[src/verilog/asc_timing_map.vh]
// timing constants and pin-level encodings for the async memory controller
`ifndef ASC_TIMING_MAP_VH
`define ASC_TIMING_MAP_VH

// clock period in ns
`define ASC_CLK_NS       4
// minimum times in ns, as the memory requires them
`define ASC_T_WC_NS      45
`define ASC_T_RC_NS      45
`define ASC_T_PWE_NS     35
`define ASC_T_SD_NS      25
`define ASC_T_HZWE_NS    18
`define ASC_T_AA_NS      45
`define ASC_T_HZ_NS      18
// counts in cycles: least times round up
`define ASC_CYC_UP(t)    (((t) + `ASC_CLK_NS - 1) / `ASC_CLK_NS)
// write strobe held low long enough for pulse width and data setup plus turn-off
`define ASC_WE_LOW_NS    (((`ASC_T_PWE_NS) > (`ASC_T_SD_NS + `ASC_T_HZWE_NS)) ? \
                          (`ASC_T_PWE_NS) : (`ASC_T_SD_NS + `ASC_T_HZWE_NS))
// pin levels
`define ASC_ACT_LO       1'b0
`define ASC_INACT_LO     1'b1
`define ASC_LANES        2
// lane enable pattern that selects no byte lane at all
`define ASC_NO_LANES     2'h3

`endif

[src/verilog/asc_ctrl.v]
// host-side controller driving an asynchronous static memory over its pins
// ============================================================
// Overview of operation
// - start write only with write strobe, both selects and a lane enable active.
// - write data stands 25 ns before terminating edge, held to it.
// - address stable 35 ns before write end, set before start, cycle 45 ns.
// - address may change right after the terminating edge.
// - selects and lane enables active 35 ns before end; strobe 35 ns wide.
// - strobe-controlled write with output strobe low lasts at least 25+18 ns.
// - deselect by a chip select or both lane enables high.
// - write strobe stays high through every read.
// - address valid before or with selects and lane enables in reads.
// - controller never drives data while memory may still drive it.
`default_nettype none
`include "asc_timing_map.vh"

module asc_ctrl #(
    parameter AW = 20,
    parameter DW = 16
) (
    input  wire          sys_clk,
    input  wire          rstn,
    input  wire          req_valid,
    input  wire          req_write,
    input  wire [AW-1:0] req_addr,
    input  wire [DW-1:0] req_wdata,
    input  wire [1:0]    req_lane_n,
    output reg           req_ready_r,
    output reg           rsp_valid_r,
    output reg  [DW-1:0] rsp_rdata_r,
    output reg  [AW-1:0] mem_addr_r,
    output reg           chip_select_n_r,
    output reg           chip_select_hi_r,
    output reg           write_strobe_n_r,
    output reg           output_strobe_n_r,
    output reg           upper_byte_en_n_r,
    output reg           lower_byte_en_n_r,
    input  wire [DW-1:0] mem_data_in,
    output reg  [DW-1:0] mem_data_out_r,
    output reg           mem_data_oe_r
);
    // phase encoding of the cycle sequencer
    localparam [2:0] ST_IDLE  = 3'h0;
    localparam [2:0] ST_WSET  = 3'h1;
    localparam [2:0] ST_WLOW  = 3'h2;
    localparam [2:0] ST_WEND  = 3'h3;
    localparam [2:0] ST_RD    = 3'h4;
    localparam [2:0] ST_RGAP  = 3'h5;

    localparam CW = 5;
    // phase lengths rounded up to whole cycles, then cut to the timer width
    localparam integer  WE_LOW_INT = `ASC_CYC_UP(`ASC_WE_LOW_NS);
    localparam integer  WC_INT     = `ASC_CYC_UP(`ASC_T_WC_NS);
    localparam integer  RD_INT     = `ASC_CYC_UP(`ASC_T_AA_NS);
    localparam integer  HZ_INT     = `ASC_CYC_UP(`ASC_T_HZ_NS);
    localparam [CW-1:0] WE_LOW_CYC = WE_LOW_INT[CW-1:0];
    localparam [CW-1:0] WC_CYC     = WC_INT[CW-1:0];
    localparam [CW-1:0] RD_CYC     = RD_INT[CW-1:0];
    localparam [CW-1:0] HZ_CYC     = HZ_INT[CW-1:0];

    reg [2:0]    state_r;
    reg [2:0]    state_nxt;
    reg          ld;
    reg [CW-1:0] ld_val;
    reg [CW-1:0] wlow_r;
    wire         tmr_done;
    wire         take;

    // ============================================================
    // a request is taken only with a lane enabled; others wait, never dropped
    assign take = req_valid && req_ready_r && (req_lane_n != `ASC_NO_LANES);

    // ============================================================
    // phase timer
    // one timer serves the write cycle, read access and gap phases; the strobe width counts in wlow_r; a load restarts it
    asc_delay_cnt #(
        .W (CW)
    ) u_tmr (
        .sys_clk  (sys_clk),
        .rstn     (rstn),
        .load     (ld),
        .load_val (ld_val),
        .done_r   (tmr_done)
    );

    // ============================================================
    // next state; the timer loads on leaving idle and on entering the gap phase
    always @* begin
        state_nxt = state_r;
        ld        = 1'b0;
        ld_val    = {CW{1'b0}};
        case (state_r)
            ST_IDLE: begin
                if (take) begin
                    state_nxt = req_write ? ST_WSET : ST_RD;
                    ld        = 1'b1;
                    ld_val    = req_write ? WC_CYC : RD_CYC;
                end
            end
            ST_WSET: begin
                state_nxt = ST_WLOW; // address set before strobe falls
            end
            ST_WLOW: begin
                // the strobe pulse count and the cycle timer must both run out
                if (tmr_done && (wlow_r == {CW{1'b0}})) begin
                    state_nxt = ST_WEND;
                end
            end
            ST_WEND: begin
                state_nxt = ST_IDLE;
            end
            ST_RD: begin
                if (tmr_done) begin
                    state_nxt = ST_RGAP;
                    ld        = 1'b1;
                    ld_val    = HZ_CYC;
                end
            end
            ST_RGAP: begin
                // memory may still drive the data pins while its outputs turn off
                if (tmr_done) begin
                    state_nxt = ST_IDLE;
                end
            end
            default: begin
                state_nxt = ST_IDLE;
            end
        endcase
    end

    // ============================================================
    // state, pins and handshake registers
    always @(posedge sys_clk or negedge rstn) begin
        if (!rstn) begin
            // pins idle: selects off, strobes and lane enables high, bus released
            state_r           <= ST_IDLE;
            wlow_r            <= {CW{1'b0}};
            req_ready_r       <= 1'b0;
            rsp_valid_r       <= 1'b0;
            rsp_rdata_r       <= {DW{1'b0}};
            mem_addr_r        <= {AW{1'b0}};
            chip_select_n_r   <= `ASC_INACT_LO;
            chip_select_hi_r  <= 1'b0;
            write_strobe_n_r  <= `ASC_INACT_LO;
            output_strobe_n_r <= `ASC_INACT_LO;
            upper_byte_en_n_r <= `ASC_INACT_LO;
            lower_byte_en_n_r <= `ASC_INACT_LO;
            mem_data_out_r    <= {DW{1'b0}};
            mem_data_oe_r     <= 1'b0;
        end else begin
            state_r     <= state_nxt;
            rsp_valid_r <= 1'b0;
            // ready returns once the sequencer heads back to idle without taking
            req_ready_r <= (state_nxt == ST_IDLE) && !(state_r == ST_IDLE && ld);
            case (state_r)
                ST_IDLE: begin
                    if (ld) begin
                        // address, lane enables and selects all change together
                        mem_addr_r        <= req_addr;
                        upper_byte_en_n_r <= req_lane_n[1];
                        lower_byte_en_n_r <= req_lane_n[0];
                        chip_select_n_r   <= `ASC_ACT_LO;
                        chip_select_hi_r  <= 1'b1;
                        write_strobe_n_r  <= `ASC_INACT_LO;
                        output_strobe_n_r <= req_write ? `ASC_INACT_LO : `ASC_ACT_LO;
                        mem_data_out_r    <= req_wdata;
                    end
                end
                ST_WSET: begin
                    // bus is quiet: output strobe high keeps memory off the data pins
                    write_strobe_n_r <= `ASC_ACT_LO;
                    mem_data_oe_r    <= 1'b1;
                    wlow_r           <= WE_LOW_CYC;
                end
                ST_WLOW: begin
                    if (wlow_r != {CW{1'b0}}) begin
                        wlow_r <= wlow_r - {{(CW-1){1'b0}}, 1'b1};
                    end
                end
                ST_WEND: begin
                    // strobe rise terminates the write; data held through it
                    // address and data pins stay put on this edge
                    write_strobe_n_r  <= `ASC_INACT_LO;
                    chip_select_n_r   <= `ASC_INACT_LO;
                    chip_select_hi_r  <= 1'b0;
                    upper_byte_en_n_r <= `ASC_INACT_LO;
                    lower_byte_en_n_r <= `ASC_INACT_LO;
                end
                ST_RD: begin
                    // access time is over: capture, and on the same edge release output strobe, selects and lane enables
                    if (tmr_done) begin
                        rsp_rdata_r       <= mem_data_in;
                        rsp_valid_r       <= 1'b1;
                        output_strobe_n_r <= `ASC_INACT_LO;
                        chip_select_n_r   <= `ASC_INACT_LO;
                        chip_select_hi_r  <= 1'b0;
                        upper_byte_en_n_r <= `ASC_INACT_LO;
                        lower_byte_en_n_r <= `ASC_INACT_LO;
                    end
                end
                default: begin
                    mem_data_oe_r <= mem_data_oe_r;
                end
            endcase
            // release data one cycle after the terminating edge, back in idle,
            // so the data never moves together with the strobe rise
            if (state_r == ST_IDLE) begin
                mem_data_oe_r <= 1'b0;
            end
        end
    end
endmodule // asc_ctrl

`default_nettype wire

[src/verilog/asc_delay_cnt.v]
// down-counter that marks the end of a timed phase
`default_nettype none

module asc_delay_cnt #(
    parameter W = 5
) (
    input  wire         sys_clk,
    input  wire         rstn,
    input  wire         load,
    input  wire [W-1:0] load_val,
    output reg          done_r
);
    reg [W-1:0] cnt_r;

    // ============================================================
    // counter: load starts a phase, done when count expires
    always @(posedge sys_clk or negedge rstn) begin
        if (!rstn) begin
            cnt_r  <= {W{1'b0}};
            done_r <= 1'b1;
        end else if (load) begin
            cnt_r  <= load_val;
            done_r <= 1'b0;
        end else if (cnt_r != {W{1'b0}}) begin
            cnt_r  <= cnt_r - {{(W-1){1'b0}}, 1'b1};
            done_r <= (cnt_r == {{(W-1){1'b0}}, 1'b1});
        end else begin
            done_r <= 1'b1;
        end
    end
endmodule // asc_delay_cnt

`default_nettype wire

[config.mk]
export PLATFORM = sky130hd
export DESIGN_NAME = asc_ctrl
export DESIGN_NICKNAME = d
export VERILOG_FILES = /design/src/verilog/asc_ctrl.v /design/src/verilog/asc_delay_cnt.v
export VERILOG_INCLUDE_DIRS = /design/src /design/src/verilog
export SDC_FILE = /design/constraint.sdc
export NUM_CORES = 1
export LEC_CHECK = 0
export BUFFER_PORTS_ARGS = -buffer_cell sky130_fd_sc_hd__buf_2
export CELL_PAD_IN_SITES_DETAIL_PLACEMENT = 0
export CELL_PAD_IN_SITES_GLOBAL_PLACEMENT = 1
export CORE_UTILIZATION = 38
export CTS_BUF_LIST = sky130_fd_sc_hd__clkbuf_4 sky130_fd_sc_hd__clkbuf_8 sky130_fd_sc_hd__clkbuf_16
export DETAILED_ROUTE_END_ITERATION = 6
export GPL_ROUTABILITY_DRIVEN = 0
export PLACE_DENSITY_LB_ADDON = 0.08
export RECOVER_POWER = 25
export SLEW_MARGIN = 15
export SYNTH_ARGS = -nofsm -noshare
export SYNTH_HDL_FRONTEND = slang
export SYNTH_SLANG_ARGS = --single-unit
export TNS_END_PERCENT = 10
[constraint.sdc]
create_clock -name sys_clk -period 2.05 [get_ports sys_clk]
set_input_delay 0.615 -clock sys_clk [delete_from_list [all_inputs] [get_ports sys_clk]]
set_output_delay 0.615 -clock sys_clk [all_outputs]
set_load 0.02 [all_outputs]
==> results of run 1 <==
per-layer routing:
| layer | up-vias | GRT usage |
|---|---|---|
| met2 | 68 | 0.259 |
| met1 | 1110 | 0.212 |
| met5 | - | 0 |
| met3 | 9 | 0.0413 |
| met4 | 0 | 0.0654 |
| li1 | 1085 | - |
stage by stage:
stage / hold slack (ps) / utilization / instances / power [mW]
after floorplan: 319 / - / 234 / 4.63
after global placement: 425 / 0.483 / 454 / 5.59
after detailed placement: 427 / 0.483 / 454 / 5.66
after CTS: 50.8 / 0.508 / 470 / 6.85
after global routing: 98.2 / 0.506 / 470 / 7.24
final: 109 / 0.506 / 470 / 6.75
power by group through the flow:
stage          combinational [mW]  sequential [mW]  clock [mW]
6_report                     2.94             2.64        1.16
3_3_place_gp                 2.94             2.65           0
5_1_grt                      3.22             2.74        1.27
3_5_place_dp                 2.99             2.68           0
4_1_cts                      3.00             2.65        1.20
2_1_floorplan                1.23             3.40           0
logic make-up (layout without fill, tap and decap cells):
kind of cell             Yosys count  after routing
flip-flops                        75             75
multiplexers                      56             56
AND/OR/NAND/NOR                   52             52
AO/OA/AOI/OAI                     23             23
buffers and inverters             20            151
adder cells (fa/ha/maj)            5              5
XOR/XNOR                           3              3
critical path, cell delays in order (launching register included):
cell	delay [ps]
dfrtp_1	440
inv_1	110
ha_1	200
or4b_4	500
nor3b_1	170
o32a_1	280
Yosys cell counts (2+ instances only):
cell and n:
nor3b_1 2, dfstp_2 6, a21oi_1 4, nor2_1 11, nand2_1 8, or3_1 2
a21o_1 2, nand4_1 5, nor3_1 6, buf_2 2, buf_4 6, a21boi_1 2
nand3_1 2, o32a_1 2, mux2i_1 2, dfrtp_1 69, ha_1 5, o21ai_0 2
inv_1 9, nor2b_1 3, buf_6 2, xnor2_1 2, mux2_1 52, nand2b_1 3
mux2_2 2
state kept, by name, summed over array words and instances (netlist names):
signal,cells
output_strobe_n_r,1
chip_select_n_r,1
mem_data_out_r,16
rsp_valid_r,1
u_tmr.cnt_r,5
wlow_r,5
u_tmr.done_r,1
state_r,3
write_strobe_n_r,1
chip_select_hi_r,1
rsp_rdata_r,16
lower_byte_en_n_r,1
req_ready_r,1
mem_addr_r,20
mem_data_oe_r,1
upper_byte_en_n_r,1
path summary, 6_finish.rpt:
path	end	slack, ps	cells after the start
setup reg to reg	wlow_r[1]	240	5
hold / removal	rsp_rdata_r[15]	110	1
max in group asynchronous	mem_addr_r[19]	570	2
setup / recovery	wlow_r[1]	240	5
min in group sys_clk	mem_data_out_r[14]	480	1
hold reg to reg	mem_data_out_r[14]	480	1
final cells by class:
| cell class | instances | share of cell area |
|---|---|---|
| Multi-Input combinational cell | 139 | 0.296 |
| Inverter | 9 | 0.00813 |
| Clock inverter | 5 | 0.0148 |
| Tap cell | 105 | 0.0316 |
| Clock buffer | 11 | 0.0349 |
| Sequential cell | 75 | 0.453 |
| Timing Repair Buffer | 126 | 0.161 |
==> results.sh, run 1 <==
export IMPL_power_switching_mw=2.65
export IMPL_grt_max_degree=48
export IMPL_antenna_found_initial=0
export IMPL_rsz0062_at_grt="false"
export IMPL_slew_headroom=0.246
export IMPL_power_share_clock=0.172
export IMPL_critPathArrivalTime_ps=2040
export IMPL_ys_seq_elements=75
export IMPL_drv_cap=0
export IMPL_status="completed"
export IMPL_port_buffers=118
export IMPL_synth_simple_area_share=0.0988
export IMPL_dr_max_layer_used="met4"
export IMPL_hp_class="in2async"
export IMPL_tightest_slew_ps=1130
export IMPL_ir_drop_v=0.000570
export IMPL_seq_area_mm2=0.00188
export IMPL_via_per_inst=4.83
export IMPL_startpoint="wlow_r[0]"
export IMPL_synth_edff_count=0
export IMPL_numCtsBuffers=9
export IMPL_tritoncts="done"
export IMPL_synthesis_area_mm2=0.00322
export IMPL_dpl_hpwl_um=5010
export IMPL_postLayoutCellArea_mm2=0.00416
export IMPL_die_h_um=94.0
export IMPL_grt_pass1_vias=2152
export IMPL_met3WireLength_um=408
export IMPL_netlist_area_leader_share=0.537
export IMPL_n_fill_cell=769
export IMPL_synthXorXnorAreaFrac=0.00816
export IMPL_remaining_drc_errors=0
export IMPL_clk_latency_ps=340
export IMPL_leakagePower_nw=2.03
export IMPL_clockBufferDepth=2
export IMPL_dp_slack_ps=195
export IMPL_fin_ws_ps=235
export IMPL_netlist_instances=234
export IMPL_max_freq_mhz=551
export IMPL_cts_max_level=3
export IMPL_ant_nets=0
export IMPL_powerDensity_mw_per_mm2=1620
export IMPL_dpl_cell_area_mm2=0.00397
export IMPL_path_class="reg2reg"
export IMPL_die_w_um=94.0
export IMPL_avgSynthCellArea_um2=13.8
export IMPL_pin_count=119
export IMPL_drt_wl_total_um=6840
export IMPL_root_buffer="clkbuf_8"
export IMPL_synth_top_cell_by_area="dfrtp_1"
export IMPL_initial_core_util=0.392
export IMPL_fin_nets=423
export IMPL_clk_pin_slew_ps=80
export IMPL_worst_clock_skew_ps=9.01
export IMPL_synth_flop_cell="dfrtp_1"
export IMPL_slew_violations=0
export IMPL_async_reset_ff_frac=1.00
export IMPL_min_period_ps=1810
export IMPL_synth_top_family_by_area="multiplexers"
export IMPL_yosysWarnings=0
export IMPL_drt_pass1_iterations=6
export IMPL_layout_commonest_cell="buf_2"
export IMPL_grt_overflow_total=0
export IMPL_drtIter0Drc=43
export IMPL_setup_viol=0
export IMPL_r2r_start="wlow_r[0]"
export IMPL_hold_viol_final=0
export IMPL_antennaDiodeCount=0
export IMPL_synth_fa_ha_area_frac=0.0194
export IMPL_period_share=0.885
export IMPL_switching_share=0.393
export IMPL_cp_required_ps=2270
export IMPL_cts_sinks=75
export IMPL_multiInputGateArea_mm2=0.00123
export IMPL_core_area_mm2=0.00822
export IMPL_detail_route_wl_per_cell_um=14.6
export IMPL_synthMuxAreaShare=0.195
export IMPL_fin_tns_setup_ps=0
export IMPL_met2WireLength_um=3200
export IMPL_grt_pass1_wl_um=10900
export IMPL_path_max_fanout=6
export IMPL_critPathLaunchType="flip-flop"
export IMPL_synth_compound_area_share=0.0556
export IMPL_areaGrowthSynthToFinish_pct=29.1
export IMPL_ctsHoldBuffers=0
export IMPL_p_comb_frac=0.436
export IMPL_most_common_layout_cells="buf_2, dfrtp_1, mux2_1"
export IMPL_power_frac_seq=0.392
export IMPL_grt_total_usage=0.163
export IMPL_fp_row_count=33
export IMPL_postCtsSetupRepairBufs=0
export IMPL_met1_length_um=3150
export IMPL_final_layout_size_suffix_gt1_frac=0.427
export IMPL_die_area_mm2=0.00884
export IMPL_vias=2272
export IMPL_internal_power_mw=4.10
export IMPL_synth_nets=297
export IMPL_cts_repair_resized=0
export IMPL_synth_area_leaders="dfrtp_1, mux2_1, dfstp_2, ha_1, buf_4"
export IMPL_endpoint_kind="flip-flop"
export IMPL_ys_types=48
export IMPL_ys_seq_area_frac=0.586
Power figures use the tool's default switching activity.
==> run 2, diff against run 1 <==
Settings changed: PLACE_DENSITY set to 0.83, PLACE_DENSITY_LB_ADDON 0.08 to not set, TNS_END_PERCENT 10 to not set.
==> results.sh, run 2 (same netlist as run 1, synthesis figures left out) <==
export IMPL_status="completed"
export IMPL_fin_nets=424
export IMPL_die_area_mm2=0.00884
export IMPL_worst_clock_skew_ps=13.9
export IMPL_clockBufferDepth=2
export IMPL_setup_viol=0
export IMPL_antenna_found_initial=0
export IMPL_postCtsSetupRepairBufs=0
export IMPL_power_frac_seq=0.400
export IMPL_slew_headroom=0.439
export IMPL_powerDensity_mw_per_mm2=1610
export IMPL_root_buffer="clkbuf_8"
export IMPL_worst_path_max_delay_cell="or4b_4"
export IMPL_critPathLaunchType="flip-flop"
export IMPL_ctsHoldBuffers=0
export IMPL_internal_power_mw=3.95
export IMPL_final_layout_size_suffix_gt1_frac=0.429
export IMPL_regMostFlops="mem_addr_r"
export IMPL_detail_route_wl_per_cell_um=14.4
export IMPL_fin_cells=472
export IMPL_cp_required_ps=2300
export IMPL_slew_violations=0
export IMPL_ir_drop_v=0.000477
export IMPL_grt_pass1_vias=2144
export IMPL_core_area_mm2=0.00822
export IMPL_ant_nets=0
export IMPL_hold_viol_final=0
export IMPL_tightest_slew_ps=842
export IMPL_path_max_fanout=6
export IMPL_cp_slowest_stage_delay_ps=500
export IMPL_numCtsBuffers=9
export IMPL_drtIter0Drc=107
export IMPL_numPlacedInstances=455
export IMPL_cp_cell_sequence="inv_1 > ha_1 > or4b_4 > nor3b_1 > o32a_1"
export IMPL_clk_latency_ps=350
export IMPL_vias=2304
export IMPL_tritoncts="done"
export IMPL_p_comb_frac=0.441
export IMPL_hp_class="in2async"
export IMPL_clk_pin_slew_ps=90
export IMPL_fp_row_count=33
export IMPL_max_freq_mhz=554
export IMPL_period_share=0.881
export IMPL_path_class="reg2reg"
export IMPL_grt_max_degree=35
export IMPL_most_common_layout_cells="buf_2, dfrtp_1, mux2_1"
export IMPL_fin_ws_ps=244
export IMPL_power_share_clock=0.159
export IMPL_die_h_um=94.0
export IMPL_initial_core_util=0.392
export IMPL_reg_top3="mem_addr_r x20, mem_data_out_r x16, rsp_rdata_r x16"
export IMPL_rsz0062_at_grt="false"
export IMPL_critPathArrivalTime_ps=2050
export IMPL_crit_buf_inv=1
export IMPL_largest_reg_flops=20
export IMPL_switching_share=0.409
export IMPL_fin_tns_setup_ps=0
export IMPL_dpl_hpwl_um=5010
export IMPL_drv_cap=0
export IMPL_die_w_um=94.0
export IMPL_crit_family="simple AND/OR/NAND/NOR gates"
export IMPL_drt_wl_total_um=6780
export IMPL_dp_slack_ps=233
export IMPL_rr_worst_depth=5
export IMPL_drt_pass1_iterations=4
export IMPL_endpoint_kind="flip-flop"
export IMPL_min_period_ps=1810
export IMPL_via_per_inst=4.88
export IMPL_crit_cells=5
export IMPL_port_buffers=118
export IMPL_grt_total_usage=0.160
export IMPL_cts_repair_resized=0
export IMPL_leakagePower_nw=2.03
export IMPL_grt_pass1_wl_um=10600
export IMPL_cts_sinks=75
export IMPL_areaGrowthSynthToFinish_pct=28.7
export IMPL_total_power_mw=6.68
export IMPL_power_switching_mw=2.73
export IMPL_layout_commonest_cell="buf_2"
export IMPL_pin_count=119
export IMPL_remaining_drc_errors=0
export IMPL_cts_max_level=3
export IMPL_postLayoutCoreUtil=0.504
export IMPL_grt_overflow_total=0
run 2: cell types whose count changed in the layout (fill, tap and decap cells not counted), sizes merged:
cell      delta
inv          +3
clkbuf       -2
buf          +1
bufinv       -1
clkinv       +1
clkinvlp     -1
diode        +1
run 2: metal layers:
layer  GRT usage  share of wire  vias up
met5           0              0        -
met3      0.0485          0.090        6
met2       0.241           0.46       89
met1       0.216           0.44     1120
li1            -              -     1089
met4      0.0577          0.011        0
run 2: per-stage QoR:
stage	hold slack (ps)	instance area, um2
after floorplan	319	3220
after global placement	459	3980
after detailed placement	468	3980
after CTS	216	4160
after global routing	416	4140
final	354	4140
run 2: layout make-up:
cell class                 count  area [um2]
antenna                        1        2.50
clock buffer                   9         124
clock inverter                 7        57.6
fill                         771        4080
inverter                       9        33.8
multi-input combinational    139        1230
sequential                    75        1880
tap                          105         131
timing repair buffer         127         677
run 2: power by group through the flow:
stage	combinational (mW)	sequential (mW)	clock, mW
after floorplan	1.23	3.40	0
after global placement	2.91	2.67	0
after CTS	2.99	2.68	1.10
after detailed placement	2.98	2.70	0
after global routing	3.23	2.78	1.16
final	2.94	2.67	1.06
run 2: path summary, 6_finish.rpt:
check | startpoint | to | slack (ps)
setup / recovery | wlow_r[0] | wlow_r[0] | 240
hold / removal | rstn | rsp_rdata_r[9] | 350
setup reg to reg | wlow_r[0] | wlow_r[0] | 240
hold reg to reg | chip_select_hi_r | chip_select_hi_r | 490
max in group asynchronous | rstn | mem_data_out_r[2] | 390
min in group sys_clk | req_wdata[12] | mem_data_out_r[12] | 470
